[config.mk]
export PLATFORM = sky130hd
export DESIGN_NAME = acv_ctrl
export DESIGN_NICKNAME = d
export VERILOG_FILES = /design/src/acv_pkg.sv /design/src/acv_clk_div.sv /design/src/acv_ctrl.sv
export SDC_FILE = /design/constraint.sdc
export NUM_CORES = 1
export LEC_CHECK = 0
export ABC_AREA = 0
export BUFFER_PORTS_ARGS = -buffer_cell sky130_fd_sc_hd__buf_2
export CAP_MARGIN = 20
export CORE_ASPECT_RATIO = 1.2
export CORE_UTILIZATION = 48
export DETAILED_ROUTE_END_ITERATION = 10
export GPL_TIMING_DRIVEN = 1
export PLACE_DENSITY = 0.79
export SLEW_MARGIN = 10
export SYNTH_ARGS = -nofsm -noshare
export SYNTH_HDL_FRONTEND = slang
export SYNTH_HIERARCHICAL = 1
export SYNTH_SLANG_ARGS = --single-unit
[constraint.sdc]
create_clock -name pclk -period 1.9 [get_ports pclk]
set_input_delay 0.095 -clock pclk [delete_from_list [all_inputs] [get_ports pclk]]
set_output_delay 0.095 -clock pclk [all_outputs]
set_load 0.03 [all_outputs]
[src/acv_pkg.sv]
// Notes on behaviour
// RULE1 - One converter serves eight selectable inputs, each result twelve bits unsigned.
// RULE2 - High result byte holds bits 11..4; low byte bits 7..4 hold bits 3..0.
// RULE3 - Three-bit channel select field routes one of eight inputs to the converter.
// RULE4 - Three-bit pin configuration picks analog pins; value 111 makes all eight analog.
// RULE5 - Pin configuration zero leaves all pins digital and powers the converter down.
// RULE6 - Converter runs only with power-down bit 0 and nonzero pin configuration.
// RULE7 - Start bit driven low, high, low starts exactly one conversion.
// RULE8 - While start is high, converter held in reset and end flag forced to 1.
// RULE9 - End flag clears to 0 when conversion completes and stays readable.
// RULE10 - Completion sets the interrupt flag; interrupt output only when enabled.
// RULE11 - Converter clock is system clock divided per three-bit clock select field.
// RULE12 - Software should avoid clock select 000 above 4 MHz system clock.
// RULE13 - A conversion lasts sixteen converter clock periods from start pulse to flag clear.
// RULE14 - After changing channel select, software pulses start before trusting end flag.
// RULE15 - Analog pins lose their pull-ups and override the port direction control.
// RULE16 - Result registers load when the end flag clears and hold until next completion.
// RULE17 - Result register writes are ignored; low result byte bits 3..0 read zero.
package acv_pkg;

  localparam int ADDR_W = 8;
  localparam int DATA_W = 32;
  localparam int RES_W = 12;
  localparam int CH_N = 8;
  localparam int HALF_W = 7;

  // Register byte offsets
  localparam logic [ADDR_W-1:0] OFF_RESULT_LOW = 8'h00;
  localparam logic [ADDR_W-1:0] OFF_RESULT_HIGH = 8'h04;
  localparam logic [ADDR_W-1:0] OFF_CONTROL = 8'h08;
  localparam logic [ADDR_W-1:0] OFF_CLOCK_POWER = 8'h0c;
  localparam logic [ADDR_W-1:0] OFF_IRQ_STATUS = 8'h10;
  localparam logic [ADDR_W-1:0] OFF_IRQ_MASK = 8'h14;

  // conv_control fields
  localparam int CTRL_START_BIT = 7;
  localparam int CTRL_EOC_BIT = 6;
  localparam int CTRL_PCFG_LSB = 3;
  localparam int CTRL_CHSEL_LSB = 0;

  // conv_clock_power fields
  localparam int CP_PWRDN_BIT = 6;
  localparam int CP_CKSEL_LSB = 0;

  // Interrupt status and mask fields
  localparam int IRQ_DONE_BIT = 0;

  // Values after reset
  localparam logic [2:0] CHSEL_RESET = 3'h0;
  localparam logic [2:0] PCFG_RESET = 3'h0;
  localparam logic [2:0] CKSEL_RESET = 3'h0;
  localparam logic PWRDN_RESET = 1'b1;
  localparam logic EOC_RESET = 1'b1;
  localparam logic [RES_W-1:0] RESULT_RESET = 12'h000;
  localparam logic [7:0] PIN_MASK_ALL = 8'hff;

  // Conversion length in converter clock periods, and last index
  localparam logic [4:0] CONV_PERIODS = 5'h10;
  localparam logic [3:0] CONV_LAST = 4'hf;

  // Half periods of the converter clock in pclk cycles per clock select
  localparam logic [HALF_W-1:0] HALF_DIV2 = 7'h01;
  localparam logic [HALF_W-1:0] HALF_DIV8 = 7'h04;
  localparam logic [HALF_W-1:0] HALF_DIV32 = 7'h10;
  localparam logic [HALF_W-1:0] HALF_DIV128 = 7'h40;

  typedef enum logic [1:0] {
    ST_IDLE = 2'b00,
    ST_RESET = 2'b01,
    ST_CONV = 2'b10
  } acv_state_type;

  // Pin configuration to analog pin mask: n selects the lowest n pins, and 7 selects all eight
  function automatic logic [7:0] acv_pin_mask(input logic [2:0] cfg);
    logic [7:0] m;
    m = 8'h00;
    if (cfg == 3'h7) begin
      m = PIN_MASK_ALL;
    end else if (cfg != 3'h0) begin
      m = (8'h01 << cfg) - 8'h01;
    end
    return m;
  endfunction

  // Clock select code to half period in pclk cycles
  function automatic logic [HALF_W-1:0] acv_div_half(input logic [2:0] sel);
    logic [HALF_W-1:0] h;
    case (sel)
      3'h0: h = HALF_DIV2;
      3'h1: h = HALF_DIV8;
      3'h2: h = HALF_DIV32;
      default: h = HALF_DIV128;
    endcase
    return h;
  endfunction

  function automatic logic acv_addr_ok(input logic [ADDR_W-1:0] a);
    return (a == OFF_RESULT_LOW) || (a == OFF_RESULT_HIGH) ||
           (a == OFF_CONTROL) || (a == OFF_CLOCK_POWER) ||
           (a == OFF_IRQ_STATUS) || (a == OFF_IRQ_MASK);
  endfunction

endpackage
[src/acv_clk_div.sv]
`timescale 1ns/1ps
module acv_clk_div (
  // Clock and reset
  input wire logic pclk,
  input wire logic presetn,
  // Control
  input wire logic run,
  input wire logic [2:0] clock_select,
  // Divided clock
  output logic conv_clk,
  output logic tick
);
  import acv_pkg::*;

  logic [HALF_W-1:0] half_cnt;
  logic half_end;

  assign half_end = (half_cnt == acv_div_half(clock_select) - 7'h01);

  // Half-period counter; restarts whenever the divider is stopped
  always_ff @(posedge pclk or negedge presetn) begin
    if (!presetn) begin
      half_cnt <= '0;
    end else if (!run || half_end) begin
      half_cnt <= '0;
    end else begin
      half_cnt <= half_cnt + 7'h01;
    end
  end

  always_ff @(posedge pclk or negedge presetn) begin
    if (!presetn) begin
      conv_clk <= 1'b0;
    end else if (!run) begin
      conv_clk <= 1'b0;
    end else if (half_end) begin
      conv_clk <= !conv_clk; // [RULE11]
    end
  end

  // One pulse per completed converter clock period
  always_ff @(posedge pclk or negedge presetn) begin
    if (!presetn) begin
      tick <= 1'b0;
    end else begin
      tick <= run && half_end && conv_clk;
    end
  end

endmodule // acv_clk_div

[src/acv_ctrl.sv]
`timescale 1ns/1ps
module acv_ctrl (
  // APB clock and reset
  input wire logic pclk,
  input wire logic presetn,
  // APB slave
  input wire logic psel,
  input wire logic penable,
  input wire logic pwrite,
  input wire logic [acv_pkg::ADDR_W-1:0] paddr,
  input wire logic [acv_pkg::DATA_W-1:0] pwdata,
  output logic [acv_pkg::DATA_W-1:0] prdata,
  output logic pready,
  output logic pslverr,
  // Converter core
  output logic conv_enable,
  output logic conv_reset,
  output logic [2:0] conv_channel,
  output logic conv_clk,
  input wire logic [acv_pkg::RES_W-1:0] conv_data,
  // Shared port pins
  input wire logic [acv_pkg::CH_N-1:0] port_dir_in,
  output logic [acv_pkg::CH_N-1:0] port_dir_out,
  output logic [acv_pkg::CH_N-1:0] analog_pin_mask,
  output logic [acv_pkg::CH_N-1:0] pullup_disable,
  // Interrupt
  output logic irq
);
  import acv_pkg::*;

  // Bus phases
  logic setup_phase;
  logic access_phase;
  logic wr_en;

  // Software-visible state
  logic start_bit;
  logic end_of_conv_flag_n;
  logic [2:0] pin_config;
  logic [2:0] channel_select;
  logic conv_power_down;
  logic [2:0] clock_select;
  logic [RES_W-1:0] result;
  logic irq_status;
  logic irq_mask;

  // Sequencer
  acv_state_type state;
  acv_state_type next_state;
  logic [3:0] period_cnt;
  logic conv_tick;
  logic conv_done;
  logic conv_on;

  // Converter data synchroniser
  logic [RES_W-1:0] data_meta;
  logic [RES_W-1:0] data_sync;

  // Assembled register views
  logic [7:0] ctrl_view;
  logic [7:0] clkpwr_view;
  logic [7:0] result_low_view;
  logic [7:0] result_high_view;
  logic [DATA_W-1:0] next_prdata;

  //--------------------------------------------------------------------
  // APB decode
  //--------------------------------------------------------------------
  assign setup_phase = psel && !penable;
  assign access_phase = psel && penable;
  assign wr_en = access_phase && pwrite && acv_addr_ok(paddr);

  // Zero wait states; unmapped offsets answer with an error
  assign pready = access_phase;
  assign pslverr = access_phase && !acv_addr_ok(paddr);

  //--------------------------------------------------------------------
  // Control register: start, pin configuration, channel select
  //--------------------------------------------------------------------
  always_ff @(posedge pclk or negedge presetn) begin
    if (!presetn) begin
      start_bit <= 1'b0;
    end else if (wr_en && paddr == OFF_CONTROL) begin
      start_bit <= pwdata[CTRL_START_BIT]; // [RULE7]
    end
  end

  always_ff @(posedge pclk or negedge presetn) begin
    if (!presetn) begin
      pin_config <= PCFG_RESET;
      channel_select <= CHSEL_RESET;
    end else if (wr_en && paddr == OFF_CONTROL) begin
      pin_config <= pwdata[CTRL_PCFG_LSB +: 3]; // [RULE4]
      channel_select <= pwdata[CTRL_CHSEL_LSB +: 3]; // [RULE3]
    end
  end

  //--------------------------------------------------------------------
  // Clock and power register
  //--------------------------------------------------------------------
  always_ff @(posedge pclk or negedge presetn) begin
    if (!presetn) begin
      conv_power_down <= PWRDN_RESET;
      clock_select <= CKSEL_RESET;
    end else if (wr_en && paddr == OFF_CLOCK_POWER) begin
      conv_power_down <= pwdata[CP_PWRDN_BIT];
      clock_select <= pwdata[CP_CKSEL_LSB +: 3]; // [RULE11]
    end
  end

  //--------------------------------------------------------------------
  // Converter power and pin ownership
  //--------------------------------------------------------------------
  // Off when pin configuration is zero or power-down is set
  assign conv_on = !conv_power_down && (pin_config != 3'h0); // [RULE5] [RULE6]
  assign conv_enable = conv_on; // [RULE6]
  assign conv_channel = channel_select; // [RULE1] [RULE3]
  assign conv_reset = start_bit; // [RULE8]

  assign analog_pin_mask = acv_pin_mask(pin_config); // [RULE4] [RULE5]
  assign pullup_disable = analog_pin_mask; // [RULE15]
  // Port direction: one means input; analog pins are forced to input
  assign port_dir_out = port_dir_in | analog_pin_mask; // [RULE15]

  //--------------------------------------------------------------------
  // Converter clock divider
  //--------------------------------------------------------------------
  acv_clk_div u_clk_div (
    .pclk(pclk),
    .presetn(presetn),
    .run(state == ST_CONV),
    .clock_select(clock_select),
    .conv_clk(conv_clk),
    .tick(conv_tick)
  );

  //--------------------------------------------------------------------
  // Conversion sequencer
  //--------------------------------------------------------------------
  always_comb begin
    next_state = state;
    case (state)
      ST_IDLE: begin
        if (start_bit) begin
          next_state = ST_RESET; // [RULE8]
        end
      end
      ST_RESET: begin
        // Falling edge of start completes the pulse
        if (!start_bit) begin
          next_state = conv_on ? ST_CONV : ST_IDLE; // [RULE7]
        end
      end
      ST_CONV: begin
        if (start_bit) begin
          next_state = ST_RESET; // [RULE8]
        end else if (!conv_on) begin
          next_state = ST_IDLE; // [RULE6]
        end else if (conv_done) begin
          next_state = ST_IDLE;
        end
      end
      default: begin
        next_state = ST_IDLE;
      end
    endcase
  end

  always_ff @(posedge pclk or negedge presetn) begin
    if (!presetn) begin
      state <= ST_IDLE;
    end else begin
      state <= next_state;
    end
  end

  // Counts converter clock periods within a conversion
  always_ff @(posedge pclk or negedge presetn) begin
    if (!presetn) begin
      period_cnt <= '0;
    end else if (state != ST_CONV) begin
      period_cnt <= '0;
    end else if (conv_tick) begin
      period_cnt <= period_cnt + 4'h1; // [RULE13]
    end
  end

  assign conv_done = (state == ST_CONV) && !start_bit && conv_on &&
                     conv_tick && (period_cnt == CONV_LAST); // [RULE13]

  //--------------------------------------------------------------------
  // End-of-conversion flag
  //--------------------------------------------------------------------
  always_ff @(posedge pclk or negedge presetn) begin
    if (!presetn) begin
      end_of_conv_flag_n <= EOC_RESET;
    end else if (start_bit) begin
      end_of_conv_flag_n <= 1'b1; // [RULE8]
    end else if (conv_done) begin
      end_of_conv_flag_n <= 1'b0; // [RULE9]
    end
  end

  //--------------------------------------------------------------------
  // Result capture
  //--------------------------------------------------------------------
  // Core data arrives from the analog domain
  always_ff @(posedge pclk or negedge presetn) begin
    if (!presetn) begin
      data_meta <= '0;
      data_sync <= '0;
    end else begin
      data_meta <= conv_data;
      data_sync <= data_meta;
    end
  end

  always_ff @(posedge pclk or negedge presetn) begin
    if (!presetn) begin
      result <= RESULT_RESET;
    end else if (conv_done) begin
      result <= data_sync; // [RULE1] [RULE16]
    end
  end

  //--------------------------------------------------------------------
  // Interrupt status and mask
  //--------------------------------------------------------------------
  // Completion wins over a simultaneous write-one-to-clear
  always_ff @(posedge pclk or negedge presetn) begin
    if (!presetn) begin
      irq_status <= 1'b0;
    end else if (conv_done) begin
      irq_status <= 1'b1; // [RULE10]
    end else if (wr_en && paddr == OFF_IRQ_STATUS &&
                 pwdata[IRQ_DONE_BIT]) begin
      irq_status <= 1'b0;
    end
  end

  always_ff @(posedge pclk or negedge presetn) begin
    if (!presetn) begin
      irq_mask <= 1'b0;
    end else if (wr_en && paddr == OFF_IRQ_MASK) begin
      irq_mask <= pwdata[IRQ_DONE_BIT];
    end
  end

  assign irq = irq_status && irq_mask; // [RULE10]

  //--------------------------------------------------------------------
  // Read path
  //--------------------------------------------------------------------
  always_comb begin
    ctrl_view = '0;
    ctrl_view[CTRL_START_BIT] = start_bit;
    ctrl_view[CTRL_EOC_BIT] = end_of_conv_flag_n; // [RULE9]
    ctrl_view[CTRL_PCFG_LSB +: 3] = pin_config;
    ctrl_view[CTRL_CHSEL_LSB +: 3] = channel_select;
  end

  always_comb begin
    clkpwr_view = '0;
    clkpwr_view[CP_PWRDN_BIT] = conv_power_down;
    clkpwr_view[CP_CKSEL_LSB +: 3] = clock_select;
  end

  // Result split over two bytes; unused low nibble reads zero
  assign result_high_view = result[11:4]; // [RULE2]
  assign result_low_view = {result[3:0], 4'h0}; // [RULE2] [RULE17]

  always_comb begin
    next_prdata = '0;
    case (paddr)
      OFF_RESULT_LOW: next_prdata[7:0] = result_low_view;
      OFF_RESULT_HIGH: next_prdata[7:0] = result_high_view;
      OFF_CONTROL: next_prdata[7:0] = ctrl_view;
      OFF_CLOCK_POWER: next_prdata[7:0] = clkpwr_view;
      OFF_IRQ_STATUS: next_prdata[IRQ_DONE_BIT] = irq_status;
      OFF_IRQ_MASK: next_prdata[IRQ_DONE_BIT] = irq_mask;
      default: next_prdata = '0;
    endcase
  end

  // Read data captured in the setup cycle and held through the access
  always_ff @(posedge pclk or negedge presetn) begin
    if (!presetn) begin
      prdata <= '0;
    end else if (setup_phase && !pwrite) begin
      prdata <= next_prdata;
    end
  end

  // Result offsets are never written: wr_en reaches them but no register decodes them [RULE17]

endmodule // acv_ctrl

==> run summary, run 1 <==
Outcome = completed
Clk pin slew, worst setup/hold paths = 80 ps
Setup ws final = 163 ps
Final Power = 3.26 mW
Layout cells sized above 1 = 39.7%
Overall die width = 77.2 um
Critical Path, Cell by Cell = or4_1 > a22o_1 > o31ai_4 > nor2_1
Setup_tns = 0 ps
CTS sink cnt = 73
Post-synthesis sequential area ratio = 56.2%
DRC = 0
Initial antenna violation count = 0
Synthesized area per cell = 11.9 um^2
Gpl congestion = 0.821
Post-Route WL = 6130 um
Hold Path Sink = conv_channel[0]
R2R Path Start = clock_select[1]
DRT iter0 DRCs = 74
Die Ht = 92.2 um
Switching share of power = 24.8%
Largest net degree at the start of global routing = 36
Part of the cycle the worst path needs = 91.4%
TritonCTS buffer count = 9
Slew Limit Headroom = 55.5%
Total core area = 0.00649 mm^2
IO Count = 130
Slowest stage cell, crit path = or4_1
Final Hold Fails = 0
Critical path's largest stage delay = 510 ps
Grt ovf = 0
H-tree Lvls = 3
Slew @ Worst Pin = 667 ps
# Post-CTS Setup Buffers = 0
Critical path endpoint category = flip-flop
FP Rows = 32
Clock Tree Buf Depth = 2
R2r endpoint = u_clk_div/half_cnt[5]
Non-Filler Instances = 468
First-pass GRT wire length = 10200 um
Number of global-route vias before repair = 2137
# fillers = 544
Antenna cell count = 0
Req. time, crit path = 2130 ps
Setup-violating endpoint count in the final report = 0
CP Data Arrival Time = 1970 ps
Clock power frac = 41.5%
Worst r2r path cells = 4
Period minus WS final = 1740 ps
Top_reg_cell synth = dfrtp_1
Max cap viols = 0
Crit path kind = flip-flop to flip-flop
EDFF count, synth = 0
Vias after detailed routing = 2230
Seq pwr share = 49.3%
Gate power share = 9.3%
First-pass DRT Iterations = 4
Sw power = 810 uW
Area Overhead vs Synth = 25.8%
Hold WC Path Type = input pin to flip-flop
Worst min-delay path startpoint = pwdata[0]
Die area = 0.00712 mm^2
Crit path max fanout = 7
Critical path buffers and inverters = 0
Post-CTS Resized = 0
Post-place setup slack = 165 ps
Routed Antenna Nets = 0
Total track usage = 19.0%
Max IR drop VDD = 0.000552 V
RSZ-0062 raised after global routing = false
Slew Viols, Final = 0
Drt wl/cell = 13.1 um
Clk_lat worst skew = 350 ps
Top delay family on crit path = simple AND/OR/NAND/NOR gates
CTS root buffer = clkbuf_8
Cells after Synth = 274
Hold path depth = 2
# nets final = 445
Mapped cell area = 0.00326 mm^2
CTS tree = done
Cell total after placement = 432
Internal = 2.45 mW
CP startpoint kind = flip-flop
Setup Skew = 13.4 ps
Via/cell ratio = 4.76
DP Wirelength = 4400 um
Async SR Flop Fraction = 100%
Synth warn = 6
Lkg Pwr = 2.13 nW
Power Density = 797 mW/mm^2
Initial core utilization = 50.2%
Synth cell types = 46
Fmax = 576 MHz
#FFs+latches synth = 73
R2r setup slk = 160 ps
Port buffer count = 81
## synthesized netlist by cell type, drive strengths merged, types with 3 or more instances
cell	count	area share (%)
dfrtp	71	55
buf	36	8.0
mux2	26	9.0
nor2	23	2.7
nand2	13	1.5
mux2i	8	2.8
or2	8	1.5
a21oi	7	1.1
clkbuf	7	0.85
nor3	6	0.92
o31ai	6	1.8
xor2	5	1.3
a22oi	4	0.92
and2	4	0.81
inv	4	0.46
nor2b	4	0.77
nand2b	3	0.58
nand4	3	0.58
xnor2	3	0.81
## worst register-to-register path: cells and delay by family, from the launching register on
family / cells / cell delay (ps)
AND/OR/NAND/NOR: 2 / 620
AO/OA/AOI/OAI: 2 / 620
flip-flops: 1 / 380
## worst max path at each step
stage	from	end	slack, ps	cells after the start
3_5_place_dp	clock_select[1]	u_clk_div/half_cnt[6]	170	4
4_1_cts	clock_select[1]	u_clk_div/half_cnt[5]	150	4
5_1_grt	clock_select[1]	u_clk_div/half_cnt[5]	80	4
3_3_place_gp	clock_select[1]	u_clk_div/half_cnt[3]	200	4
6_report	clock_select[1]	u_clk_div/half_cnt[5]	160	4
2_1_floorplan	pin_config[1]	result[10]	180	6
## metrics by stage
step | hold WS [ps] | utilization (%) | cell area (um^2)
floorplan | -201 | - | 3340
global placement | 159 | 56.6 | 3670
detailed placement | 171 | 56.6 | 3670
CTS | 15.6 | 63.1 | 4100
global route | 21.3 | 63.1 | 4100
finish | 38.9 | 63.1 | 4100
## cells in the final DEF (no fill, tap or decap), drive strengths merged, types with 3 or more instances in the layout
cell type | Yosys | final
xor2 | 5 | 5
a22oi | 4 | 4
clkbuf | 7 | 9
or2 | 8 | 8
dlygate4sd3 | 0 | 20
inv | 4 | 5
clkinv | 0 | 3
and2 | 4 | 4
nor2 | 23 | 23
conb | 1 | 24
dfrtp | 71 | 71
mux2i | 8 | 8
a21oi | 7 | 7
nor3 | 6 | 6
nand2b | 3 | 3
nand4 | 3 | 3
o31ai | 6 | 6
xnor2 | 3 | 3
nor2b | 4 | 4
buf | 36 | 93
nand2 | 13 | 13
mux2 | 26 | 26
## kinds of logic (layout without fill, tap and decap cells)
kind of cell / count (synthesis) / in the layout / share of synthesized area (%)
AOI/OAI and AO/OA: 30 / 30 / 7.03
xor gates and xnor gates: 8 / 8 / 2.15
adders and majority gates: 2 / 2 / 0.769
buffers and inverters: 47 / 133 / 9.30
DFF: 73 / 73 / 56.2
muxes: 34 / 34 / 11.8
other: 1 / 24 / 0.115
and+or+nand+nor: 79 / 79 / 12.6
## metal layers
metal	vias to the layer above	routed length, um	GRT usage (%)
met5	-	0	0
met4	0	146	8.81
met3	14	385	6.87
met2	81	2970	30.6
met1	1042	2620	22.5
li1	1093	-	-
## cell type report
type,count,area [um^2],area share (%)
clock buffer,9,124,3.02
clock inverter,7,103,2.51
inverter,4,15.0,0.367
multi-input combinational,177,1210,29.5
sequential,73,1830,44.7
tap,85,106,2.60
timing repair buffer,113,708,17.3
## flip-flops by register name, summed over array words and instances (netlist names), 4 cells and up
name / count
data_meta: 12
result: 12
u_clk_div/half_cnt: 7
prdata: 8
data_sync: 12
period_cnt: 4
## power by group through the flow
stage	combinational (mW)	clock (mW)	sequential, mW
after floorplan	0.201	0	1.64
after global placement	0.268	0	1.64
after detailed placement	0.272	0	1.64
after CTS	0.304	1.40	1.61
after global routing	0.327	1.47	1.61
final	0.303	1.35	1.61
## timing repair
item	in CTS	in global routing
hold buffers	20	0
setup endpoints to repair	0	0
hold endpoints to repair	44	0
No activity file was read; power rests on OpenSTA's default activity.
==> run 2, diff against run 1 <==
==> constraint.sdc (replaced) <==
create_clock -name pclk -period 1.9 [get_ports pclk]
set_input_delay 0.095 -clock pclk [delete_from_list [all_inputs] [get_ports pclk]]
set_output_delay 0.095 -clock pclk [all_outputs]
set_load 0.05 [all_outputs]
==> run 2 against run 1 <==
  * The flow now finishes with violations (hold timing)
  * Combinational power up 22%
  * Utilization down 0.95 points
  * Cell count down 0.43%
  * Sequential power about the same
  * Highest routed layer unchanged
==> run summary, run 2 (synthesis results as in run 1) <==
Initial antenna violation count = 0 (unchanged)
Max cap viols = 0 (unchanged)
Lkg Pwr = 2.10 nW (-1.3%)
Fmax = 570 MHz (-0.98%)
Register area = 0.00183 mm^2 (unchanged)
Setup-violating endpoint count in the final report = 0 (unchanged)
Hold WC Path Type = input pin to flip-flop
Post-CTS Resized = 0 (unchanged)
Worst min-delay path startpoint = pwdata[5]
Slew Limit Headroom = 56.1% (+0.55 points)
Switching share of power = 29.2% (+4.3 points)
First-pass GRT wire length = 10100 um (-1.4%)
CP startpoint kind = flip-flop
DP Wirelength = 4530 um (+2.8%)
DRT iter0 DRCs = 146 (+97%)
Antenna cell count = 0 (unchanged)
Port buffer count = 81 (unchanged)
Post-Route WL = 6200 um (+1.1%)
CP Data Arrival Time = 2030 ps (+60 ps)
Routed met3 length = 371 um (-3.6%)
CTS sink cnt = 73 (unchanged)
Area Overhead vs Synth = 23.9%
Routed Antenna Nets = 0 (unchanged)
Gate power share = 11.9% (+2.6 points)
Most frequent cells in the layout = buf_2 (81), dfrtp_1 (71), mux2_2 (26), conb_1 (24), nor2_1 (23)
Crit path kind = flip-flop to flip-flop
# fillers = 533 (-2.0%)
Most common cell after layout, fill and taps aside = buf_2
RSZ-0062 raised after global routing = false
Clk pin slew, worst setup/hold paths = 90 ps (about the same)
Overall die width = 77.2 um (unchanged)
Multi-input logic area = 0.00121 mm^2 (unchanged)
Clk_lat worst skew = 350 ps (about the same)
Final Instance Area = 0.00403 mm^2 (-1.5%)
Seq pwr share = 51.7% (+2.4 points)
Clock Tree Buf Depth = 2 (unchanged)
FP Rows = 32 (unchanged)
Vias after detailed routing = 2266 (+1.6%)
CTS tree = done
Wl on met1 = 2460 um (-6.2%)
Clock power frac = 36.4% (-5.1 points)
Via/cell ratio = 4.86 (+2.1%)
Drt wl/cell = 13.3 um (+1.6%)
Met2 wire length = 3290 um (+11%)
Number of global-route vias before repair = 2226 (+4.2%)
Placed cell areas = 0.00368 mm^2 (+0.20%)
Setup Skew = 10.0 ps (-3.36 ps)
Total core area = 0.00649 mm^2 (unchanged)
Largest net degree at the start of global routing = 36 (unchanged)
Crit path max fanout = 3 (-4)
IO Count = 130 (unchanged)
Outcome = finished, violations left
Setup_tns = 0 ps (unchanged)
Slew Viols, Final = 0 (unchanged)
Slew @ Worst Pin = 659 ps (-8.24 ps)
Final Power = 3.10 mW (-4.9%)
Top flop regs = data_meta: 12 flops, data_sync: 12 flops, result: 12 flops
TritonCTS buffer count = 9 (unchanged)
Initial core utilization = 50.2% (unchanged)
Sw power = 905 uW (+12%)
CTS root buffer = clkbuf_8
Power Density = 769 mW/mm^2 (-3.4%)
Die Ht = 92.2 um (unchanged)
Req. time, crit path = 2170 ps (+40 ps)
Internal = 2.20 mW (-10%)
First-pass DRT Iterations = 4 (unchanged)
Worst setup startpoint = u_clk_div/half_cnt[2]
Layout cells sized above 1 = 40.2% (+0.47 points)
Max Used Layer = met4
Worst hold slack = -0.450 ps (-39.3 ps)
Critical path endpoint category = flip-flop
Grt ovf = 0 (unchanged)
# Post-CTS Setup Buffers = 0 (unchanged)
Total track usage = 18.6% (-0.33 points)
# nets final = 443 (-0.45%)
R2R Path Start = u_clk_div/half_cnt[2]
Failing checks = hold timing
Part of the cycle the worst path needs = 92.3% (+0.90 points)
H-tree Lvls = 3 (unchanged)
Gpl congestion = 0.821 (-0.11%)
Final Hold Fails = 1 (+1)
Period minus WS final = 1750 ps (+17.1 ps)
Max IR drop VDD = 0.000567 V (+2.8%)
DRC = 0 (unchanged)
Die area = 0.00712 mm^2 (unchanged)
[run 2: cell types whose count changed in the layout (fill, tap and decap cells not counted)]
cell and change:
clkinv_4 -1, buf_4 +1, clkinvlp_4 +1, inv_8 +2
dlygate4sd3_1 -3, bufinv_16 -2
[run 2: layout make-up]
type	count	area share (%)
tap	85	2.64
multi-input combinational	177	30.0
timing repair buffer	111	17.0
clock inverter	7	1.58
clock buffer	9	3.07
inverter	4	0.372
sequential	73	45.3
[run 2: stage by stage]
step / cells / worst slack [ps] / util, % / hold WS, ps
2_1_floorplan: 297 / 48.5 / - / -201
3_3_place_gp: 433 / 201 / 56.7 / 158
3_5_place_dp: 433 / 152 / 56.7 / 175
4_1_cts: 466 / 132 / 62.2 / 1.37
5_1_grt: 466 / 74.4 / 62.2 / 9.09
6_report: 466 / 145 / 62.2 / -0.450
[run 2: layer usage]
layer / GRT usage, % / vias to the layer above
met1: 20.3 / 1082
met2: 33.3 / 86
met3: 4.98 / 8
met5: 0 / -
li1: - / 1090
met4: 8.81 / 0
[run 2: path summary, 6_finish.rpt]
kind	cells after the start	to	slack, ps
setup / recovery	4	u_clk_div/conv_clk	150
hold / removal	2	pin_config[2]	-0.5
min in group asynchronous	2	conv_channel[1]	300
max in group asynchronous	3	data_sync[5]	980
setup reg to reg	4	u_clk_div/conv_clk	150
hold reg to reg	0	data_sync[1]	340
[run 2: what timing repair did]
action	CTS	global route
endpoints found under the setup margin	0	0
hold buffers	17	0
hold endpoints to repair	40	0
[run 2: power by group through the flow]
stage	logic, mW	clock network, mW	registers [mW]
3_5_place_dp	0.344	0	1.64
2_1_floorplan	0.270	0	1.64
3_3_place_gp	0.339	0	1.64
4_1_cts	0.371	1.16	1.61
5_1_grt	0.395	1.22	1.61
6_report	0.369	1.13	1.61
[run 2: worst max-delay path: stages (launching register included)]
cell and delay, ps:
dfrtp_1 390, or4_1 510, a22o_1 250, nor3_1 290
mux2i_1 240
==> run 3, diff against run 2 <==
- HOLD_SLACK_MARGIN: not set -> 0.05
==> run 3 against run 2 <==
  * The flow now finishes without violations
  * Non-clock buffer count up 4
  * Sequential share of layout area fell by 0.45 points
  * Worst hold slack gained 130 ps
  * Global-route usage increased by 0.15 points
  * Final area increased by 0.99%
  * Critical path depth is the same
==> run summary, run 3 (synthesis results as in run 1) <==
Total track usage = 18.8% (+0.15 points)
IO Count = 130 (unchanged)
Grt ovf = 0 (unchanged)
Drt wl/cell = 13.2 um (-0.79%)
Area Overhead vs Synth = 25.1%
Req. time, crit path = 2170 ps (about the same)
Clk_lat worst skew = 350 ps (about the same)
TritonCTS buffer count = 9 (unchanged)
Lkg Pwr = 2.12 nW (+0.80%)
Post-place setup slack = 152 ps (unchanged)
Setup Skew = 9.72 ps (-0.305 ps)
CP Data Arrival Time = 2040 ps (about the same)
Setup-violating endpoint count in the final report = 0 (unchanged)
Via/cell ratio = 4.84 (-0.50%)
Die area = 0.00712 mm^2 (unchanged)
Port buffer count = 81 (unchanged)
Total core area = 0.00649 mm^2 (unchanged)
Period minus WS final = 1780 ps (+23.2 ps)
Max IR drop VDD = 0.000567 V (about the same)
Crit path max fanout = 3 (unchanged)
Slew Limit Headroom = 56.2% (+0.12 points)
Clock Tree Buf Depth = 2 (unchanged)
Die Ht = 92.2 um (unchanged)
Part of the cycle the worst path needs = 93.6% (+1.2 points)
Worst hold slack = 131 ps (+132 ps)
DRC = 0 (unchanged)
Overall die width = 77.2 um (unchanged)
# nets final = 447 (+0.90%)
Number of global-route vias before repair = 2264 (+1.7%)
Cell total after placement = 433 (unchanged)
Max cap viols = 0 (unchanged)
Post-layout util = 62.8% (+0.62 points)
Most common cell after layout, fill and taps aside = buf_2
Outcome = completed
First-pass GRT wire length = 10200 um (+1.0%)
Clk pin slew, worst setup/hold paths = 90 ps (about the same)
CTS root buffer = clkbuf_8
Post-Route WL = 6200 um (about the same)
Placed cell areas = 0.00368 mm^2 (unchanged)
Setup_tns = 0 ps (unchanged)
Setup ws final = 122 ps (-23.2 ps)
DRT iter0 DRCs = 108 (-26%)
Top flop regs = data_meta: 12 flops, data_sync: 12 flops, result: 12 flops
Vias after detailed routing = 2274 (+0.35%)
Largest net degree at the start of global routing = 36 (unchanged)
Slew Viols, Final = 0 (unchanged)
Non-Filler Instances = 470 (+0.86%)
Slew @ Worst Pin = 657 ps (-1.80 ps)
Final Power = 3.11 mW (about the same)
Final Instance Area = 0.00407 mm^2 (+0.99%)
# fillers = 525 (-1.5%)
Critical path endpoint category = flip-flop
CTS sink cnt = 73 (unchanged)
CP startpoint kind = flip-flop
Antenna cell count = 0 (unchanged)
Routed Antenna Nets = 0 (unchanged)
Layout cells sized above 1 = 39.7% (-0.42 points)
Gpl congestion = 0.821 (unchanged)
Crit path kind = flip-flop to flip-flop
Power Density = 762 mW/mm^2 (-0.91%)
H-tree Lvls = 3 (unchanged)
Initial core utilization = 50.2% (unchanged)
Hold WC Path Type = input pin to flip-flop
Most frequent cells in the layout = buf_2 (81), dfrtp_1 (71), mux2_2 (26), conb_1 (24), nor2_1 (23)
FP Rows = 32 (unchanged)
First-pass DRT Iterations = 4 (unchanged)
DP Wirelength = 4530 um (unchanged)
Final Hold Fails = 0 (-1)
Initial antenna violation count = 0 (unchanged)
CTS tree = done
RSZ-0062 raised after global routing = false
Fmax = 563 MHz (-1.3%)
## run 3: where the power goes
| group | switching [mW] | total (mW) | leakage (nW) | internal, mW |
|---|---|---|---|---|
| combinational | 0.265 | 0.376 | 1.07 | 0.111 |
| sequential | 0.0131 | 1.61 | 0.952 | 1.59 |
| clock | 0.624 | 1.12 | 0.0899 | 0.500 |
## run 3: worst max-delay path, cell delays in order, from the launching register on
cell,delay [ps]
dfrtp_1,390
or4_1,510
a22o_1,250
nor3_1,310
mux2i_1,240
## run 3: repair_timing
item                                   CTS  global route
endpoints found under the hold margin   48             0
gates resized for setup                  0             0
hold buffers                            21             0
buffers inserted                         0             0
## run 3: per-layer routing
layer | part of all wire (%) | global-route usage [%]
met5 | 0 | 0
met1 | 40 | 20.4
met3 | 5.4 | 4.98
met2 | 53 | 33.7
met4 | 1.8 | 8.81
## run 3: worst paths after layout
kind	startpoint	endpoint	slack, ps	depth (start not counted)
max reg2reg	u_clk_div/half_cnt[2]	u_clk_div/conv_clk	120	4
max in group asynchronous	presetn	data_sync[5]	970	3
min reg2reg	data_meta[1]	data_sync[1]	340	0
max	u_clk_div/half_cnt[2]	u_clk_div/conv_clk	120	4
min	paddr[5]	prdata[0]	130	4
min in group asynchronous	presetn	conv_channel[1]	310	2
## run 3: layout make-up
class	count	area [um^2]	area share (%)
Clock inverter	7	63.8	1.57
Sequential cell	73	1830	44.9
Tap cell	85	106	2.61
Timing Repair Buffer	115	726	17.8
Clock buffer	9	124	3.04
Multi-Input combinational cell	177	1210	29.7
Inverter	4	15.0	0.369
